**config.mk**
```make
export PLATFORM = sky130hd
export DESIGN_NAME = ep_cfg
export DESIGN_NICKNAME = d
export VERILOG_FILES = /design/src/design/ep_cfg_pkg.sv /design/src/design/ep_cfg.sv
export VERILOG_INCLUDE_DIRS = /design/src /design/src/design
export SDC_FILE = /design/constraint.sdc
export NUM_CORES = 1
export LEC_CHECK = 0
export BUFFER_PORTS_ARGS = -buffer_cell sky130_fd_sc_hd__buf_2
export CORE_ASPECT_RATIO = 1.1
export CORE_UTILIZATION = 44
export DETAILED_ROUTE_END_ITERATION = 16
export GPL_ROUTABILITY_DRIVEN = 0
export GPL_TIMING_DRIVEN = 0
export MAX_ROUTING_LAYER = met4
export PLACE_DENSITY_LB_ADDON = 0.05
export REMOVE_ABC_BUFFERS = 1
export SLEW_MARGIN = 10
export SYNTH_ARGS = -nofsm -noshare
export SYNTH_HDL_FRONTEND = slang
export SYNTH_SLANG_ARGS = --single-unit
export TNS_END_PERCENT = 100
```
**constraint.sdc**
```tcl
create_clock -name clk_sys_i -period 3.3 [get_ports clk_sys_i]
set_clock_uncertainty 0.1 [all_clocks]
set_input_delay 0.825 -clock clk_sys_i [delete_from_list [all_inputs] [get_ports clk_sys_i]]
set_output_delay 0.825 -clock clk_sys_i [all_outputs]
set_load 0.01 [all_outputs]
```
**src/design/ep_cfg_defs.svh**
```systemverilog
// Register offsets, field positions, codes and configuration register reset value of the endpoint configuration block
`ifndef EP_CFG_DEFS_SVH
`define EP_CFG_DEFS_SVH

// ==========================================================
// Register byte offsets
`define OFS_EPCFG      12'h000
`define OFS_CMD        12'h004
`define OFS_INT_STS    12'h008
`define OFS_INT_MASK   12'h00C

// ==========================================================
// Endpoint configuration register fields
`define BIT_PKT_DUAL   15
`define BIT_DIRECT     14
`define TOG_HI         13
`define TOG_LO         12
`define COND_HI        11
`define COND_LO        9
`define BIT_BLOCK      8
`define BIT_DIR        7
`define TT_HI          3
`define TT_LO          2
`define TPF_HI         1
`define TPF_LO         0
`define EPCFG_RESET    32'h0000_0000

// ==========================================================
// Endpoint condition codes
`define COND_READY     3'h0
`define COND_ERROR     3'h2
`define COND_STALL     3'h3
`define COND_INVALID   3'h7

// ==========================================================
// Command codes written to the command register
`define CMD_CLEAR      8'h01
`define CMD_HALT       8'h02
`define CMD_BLOCK      8'h03
`define CMD_ALLOW      8'h04
`define CMD_INVALID    8'h05

// ==========================================================
// Interrupt bits
`define INT_W          3
`define INT_ERROR      0
`define INT_STALL      1
`define INT_NAK        2

`endif

```
**src/design/ep_cfg_pkg.sv**
```systemverilog
// Types shared by the endpoint configuration block
`include "ep_cfg_defs.svh"

package ep_cfg_pkg;

  // ========================================================
  // Complete state of the block
  typedef struct packed {
    logic                pkt_dual;
    logic                direct;
    logic [1:0]          toggle;
    logic [2:0]          cond;
    logic                block;
    logic                dir_in;
    logic [1:0]          xfer_type;
    logic [1:0]          tpf;
    logic [`INT_W-1:0]   int_sts;
    logic [`INT_W-1:0]   int_mask;
    logic                irq;
    logic                nak;
    logic                pready;
    logic                pslverr;
    logic [31:0]         prdata;
  } state_s;

endpackage : ep_cfg_pkg

```
**src/design/ep_cfg.sv**
```systemverilog
// Endpoint status and configuration register with APB access, commands and interrupt
`timescale 1ns/1ps
`include "ep_cfg_defs.svh"

// Contract
// - bit 15 selects single or dual buffering
// - bit 14 selects shared bus or direct path
// - bits 13-12 report present data toggle
// - bits 11-9 encode ready/error/stall/invalid
// - clear command returns condition to ready
// - receive error or timeout sets error
// - error never overwrites stall or invalid
// - halt command sets stall condition
// - bit 8 blocks; blocked tokens get NAK
// - bit 7 selects OUT or IN direction
// - bits 3-2 select transfer category
// - bits 1-0 give isochronous transactions per frame
module ep_cfg (
  // Clock and reset
  input  wire logic        clk_sys_i,
  input  wire logic        reset_i,
  // APB slave
  input  wire logic        psel_i,
  input  wire logic        penable_i,
  input  wire logic        pwrite_i,
  input  wire logic [11:0] paddr_i,
  input  wire logic [31:0] pwdata_i,
  output logic      [31:0] prdata_o,
  output logic             pready_o,
  output logic             pslverr_o,
  // Events from the packet engine
  input  wire logic        rx_data_err_i,
  input  wire logic        tx_timeout_i,
  input  wire logic        toggle_load_i,
  input  wire logic [1:0]  toggle_value_i,
  input  wire logic        token_i,
  // Configuration to the packet engine
  output logic             pkt_dual_o,
  output logic             direct_path_o,
  output logic             dir_in_o,
  output logic      [1:0]  xfer_type_o,
  output logic      [1:0]  tpf_o,
  output logic      [2:0]  cond_o,
  output logic             blocked_o,
  output logic             nak_o,
  // Interrupt
  output logic             irq_o
);

  ep_cfg_pkg::state_s s_q;
  ep_cfg_pkg::state_s s_d;

  // ========================================================
  // Register image read back by software
  function automatic logic [31:0] epcfg_word(input ep_cfg_pkg::state_s s);
    logic [31:0] w;
    w = 32'h0000_0000;
    w[`BIT_PKT_DUAL]     = s.pkt_dual;
    w[`BIT_DIRECT]       = s.direct;
    w[`TOG_HI:`TOG_LO]   = s.toggle;
    w[`COND_HI:`COND_LO] = s.cond;
    w[`BIT_BLOCK]        = s.block;
    w[`BIT_DIR]          = s.dir_in;
    w[`TT_HI:`TT_LO]     = s.xfer_type;
    w[`TPF_HI:`TPF_LO]   = s.tpf;
    return w;
  endfunction : epcfg_word

  // Address decode shared by read and write paths
  function automatic logic addr_hit(input logic [11:0] a);
    return (a == `OFS_EPCFG) || (a == `OFS_CMD) || (a == `OFS_INT_STS) || (a == `OFS_INT_MASK);
  endfunction : addr_hit

  logic       wr_done;
  logic [7:0] cmd;
  logic       hw_err;
  logic [`INT_W-1:0] ev;

  always_comb begin
    s_d     = s_q;
    wr_done = psel_i && penable_i && s_q.pready && pwrite_i && addr_hit(paddr_i);
    cmd     = (wr_done && paddr_i == `OFS_CMD) ? pwdata_i[7:0] : 8'h00;
    hw_err  = rx_data_err_i || tx_timeout_i;
    ev      = '0;

    // APB: setup cycle prepares the answer, access cycle completes
    s_d.pready  = psel_i && !penable_i;
    s_d.pslverr = psel_i && !penable_i && !addr_hit(paddr_i);
    s_d.prdata  = 32'h0000_0000;
    if (psel_i && !penable_i && !pwrite_i) begin
      case (paddr_i)
        `OFS_EPCFG:    s_d.prdata = epcfg_word(s_q);
        `OFS_INT_STS:  s_d.prdata = {29'h0000_0000, s_q.int_sts};
        `OFS_INT_MASK: s_d.prdata = {29'h0000_0000, s_q.int_mask};
        default:       s_d.prdata = 32'h0000_0000;
      endcase
    end

    // Software fields; read-only and unused bits are dropped
    if (wr_done && paddr_i == `OFS_EPCFG) begin
      s_d.pkt_dual  = pwdata_i[`BIT_PKT_DUAL];
      s_d.direct    = pwdata_i[`BIT_DIRECT];
      s_d.dir_in    = pwdata_i[`BIT_DIR];
      s_d.xfer_type = pwdata_i[`TT_HI:`TT_LO];
      s_d.tpf       = pwdata_i[`TPF_HI:`TPF_LO];
    end
    if (wr_done && paddr_i == `OFS_INT_MASK) begin
      s_d.int_mask = pwdata_i[`INT_W-1:0];
    end

    // Present toggle follows the packet engine
    if (toggle_load_i) begin
      s_d.toggle = toggle_value_i;
    end

    // Condition: hardware error first, software commands override
    if (hw_err && s_q.cond != `COND_STALL && s_q.cond != `COND_INVALID) begin
      s_d.cond = `COND_ERROR;
    end
    case (cmd)
      `CMD_CLEAR: begin
        s_d.cond   = `COND_READY;
        s_d.toggle = 2'h0;
      end
      `CMD_HALT: begin
        s_d.cond = `COND_STALL;
        ev[`INT_STALL] = 1'b1;
      end
      `CMD_BLOCK:   s_d.block = 1'b1;
      `CMD_ALLOW:   s_d.block = 1'b0;
      `CMD_INVALID: s_d.cond  = `COND_INVALID;
      default:      s_d.block = s_d.block;
    endcase
    // Error interrupt only on entry into error, not when a command wins
    ev[`INT_ERROR] = (s_d.cond == `COND_ERROR) && (s_q.cond != `COND_ERROR);

    // Blocked endpoint answers every token with NAK
    s_d.nak = token_i && s_q.block;
    ev[`INT_NAK] = s_d.nak;

    // Sticky status, write one to clear, a new event wins
    s_d.int_sts = s_q.int_sts;
    if (wr_done && paddr_i == `OFS_INT_STS) begin
      s_d.int_sts = s_q.int_sts & ~pwdata_i[`INT_W-1:0];
    end
    s_d.int_sts = s_d.int_sts | ev;
    s_d.irq     = |(s_d.int_sts & s_d.int_mask);
  end

  always_ff @(posedge clk_sys_i) begin
    if (reset_i) begin
      s_q <= '0;
    end else begin
      s_q <= s_d;
    end
  end

  // ========================================================
  // Outputs
  assign prdata_o      = s_q.prdata;
  assign pready_o      = s_q.pready;
  assign pslverr_o     = s_q.pslverr;
  assign pkt_dual_o    = s_q.pkt_dual;
  assign direct_path_o = s_q.direct;
  assign dir_in_o      = s_q.dir_in;
  assign xfer_type_o   = s_q.xfer_type;
  assign tpf_o         = s_q.tpf;
  assign cond_o        = s_q.cond;
  assign blocked_o     = s_q.block;
  assign nak_o         = s_q.nak;
  assign irq_o         = s_q.irq;
endmodule : ep_cfg

```
==> impl_metrics.tcl <==
set metrics [dict create \
    status "finished, final reports clean" \
    design_area_mm2 0.00207 \
    antenna_found_initial 0 \
    placed_cell_area_mm2 0.00198 \
    synth-edff-count 0 \
    crit_path_start "paddr_i[7]" \
    hold_path_class "register to register" \
    hold_buffers 0 \
    setup-violations-final 0 \
    p_per_area_mw_per_mm2 404 \
    placed_cells 295 \
    antenna_cells 0 \
    synth_area_mm2 0.00187 \
    rsz0062_at_grt "no" \
    synthCells 212 \
    worstMarginPinSlew_ps 578 \
    max-clock-path-buffers 2 \
    syn_to_final_growth_pct 10.9 \
    insertion_delay_ps 290 \
    yosys_warnings 0 \
    timing.rr.start "pready_o" \
    fp.dieH_um 70.3 \
    path_clk_slew_ps 70 \
    drc 0 \
    synth-main-ff-cell "dfxtp_1" \
    crit_arrival_ps 2860 \
    ant_nets 0 \
    grt_max_degree 25 \
    cp-start-kind "input port" \
    htreeDepth 2 \
    worst_slack_ps 569 \
    coreArea_mm2 0.00402 \
    die_area_mm2 0.00450 \
    post-route-util_pct 51.4 \
    relSlewSlack_pct 61.2 \
    hp-start "s_q[51]" \
    drv_cap 0 \
    reg2reg_depth 5 \
    crit_fanout 10 \
    hold_viol 0 \
    start_util_pct 46.4 \
    cts_made_buffers 5 \
    drt_iter0_drc 43 \
    place_ws_ps 203 \
    cts_root_buffer "clkbuf_8" \
    synth_seq_cells 36 \
    io_pins 102 \
    die_x_um 64.1 \
    crit_type "input port to register" \
    layout-drive-gt1-share_pct 33.1 \
    fin_crit_sh_pct 82.8 \
    dp_hpwl_um 2750 \
    p_total_mw 0.836 \
    grt_pass1_vias 1429 \
    clock_sinks 36 \
    whs_path_depth 1 \
    grt_pass1_wl_um 6280 \
    io_buffer_count 60 \
    layout_min_cycle_time_ps 2730 \
    cts_setup_buffers 0 \
    track_usage_pct 18.6 \
    max-vdd-ir-drop_mv 0.183 \
    synth_cell_types 42 \
    holdWs_ps 354 \
    worstPathRequired_ps 3430 \
    drt-vias-per-instance 4.91 \
    max_clock_freq_mhz 366 \
    drv_slew 0 \
    tritoncts "yes" \
    ys_seq_area_share_pct 38.6 \
    rows 24 \
    globalRouteOverflowTotal 0 \
    synthArstFlopShare_pct 0 \
    nets 305 \
    wirelength_um 3720 \
    worstSetupEndpointType "register" \
    cts_resized 0 \
    synth_area_per_cell_um2 8.80 \
    p_leak_nw 0.915 \
    via_count 1488 \
    finalNonFillerCells 303 \
    first_pass_iters 4 \
    setup-tns-final_ps 0 \
    wl_per_cell_um 12.3 \
]
==> layer usage <==
layer,vias up,GRT usage [%],wire [um]
met4,0,6.06,52
met3,7,4.25,245
met1,669,21.8,1680
met5,-,-,0
met2,59,31.0,1740
li1,753,-,-
==> final timing paths <==
check	end	slack, ps
setup reg to reg	cond_o[2]	1380
hold reg to reg	prdata_o[12]	350
hold / removal	prdata_o[12]	350
setup / recovery	prdata_o[14]	570
==> sequential cells by signal, indices dropped and copies added (netlist names) <==
name and flops:
pslverr_o 1, s_q 8, tpf_o 2, dir_in_o 1
nak_o 1, pkt_dual_o 1, pready_o 1, cond_o 3
direct_path_o 1, blocked_o 1, xfer_type_o 2, prdata_o 13
irq_o 1
==> cells by family after synthesis <==
family	synth area share (%)
and+or+nand+nor	25.6
DFF	38.6
muxes	5.63
buffers and inverters	18.1
other	0.201
AOI/OAI and AO/OA	11.9
==> cells in the final DEF, fill, tap and decap left out, types with 4 or more instances in the layout <==
cell | synthesis | routed
buf_2 | 0 | 60
dfxtp_1 | 36 | 36
nand2_1 | 19 | 19
conb_1 | 1 | 19
a21oi_1 | 17 | 17
nor2_1 | 12 | 12
and2_1 | 12 | 12
nor3_1 | 7 | 7
mux2i_1 | 6 | 6
clkbuf_8 | 0 | 6
inv_1 | 4 | 4
==> worst max-delay path: stages <==
cell     delay, ps
buf_2          100
nor4_2         440
nand3_2        280
or3_1          520
nor3_2         480
and2_1         210
==> final cells by class <==
class / instances / area (um2)
clock buffers: 6 / 82.6
clock inverters: 2 / 10.0
fillers: 420 / 1960
inverters: 4 / 15.0
multi-input cells: 143 / 875
flip-flops and latches: 36 / 721
well taps: 52 / 65.1
repair buffers: 60 / 300
==> synthesized netlist by cell type, types with 2 or more instances <==
cell	number	area [um2]
nand4_1	3	18.8
nand3_1	2	10.0
mux2i_1	6	60.1
or4_4	2	22.5
and2_1	12	75.1
inv_1	4	15.0
mux2_2	3	33.8
nor4_2	3	37.5
or3_1	2	12.5
nor4_1	3	18.8
nor2b_1	3	18.8
o41ai_1	3	26.3
nor3_1	7	35.0
clkbuf_1	7	26.3
a21oi_1	17	85.1
nor2_1	12	45.0
and4_1	2	17.5
a22oi_1	3	22.5
nand2_1	19	71.3
nor3_2	2	20.0
nand2b_1	3	18.8
dfxtp_1	36	721
buf_4	39	293
==> power breakdown <==
part	leakage [nW]	switching [mW]	internal (mW)	total [mW]
logic	0.573	0.0461	0.0265	0.0726
registers	0.291	0.00276	0.439	0.441
clock network	0.0510	0.156	0.167	0.322
total	0.915	0.204	0.632	0.836
(Power assumes the default switching activity.)
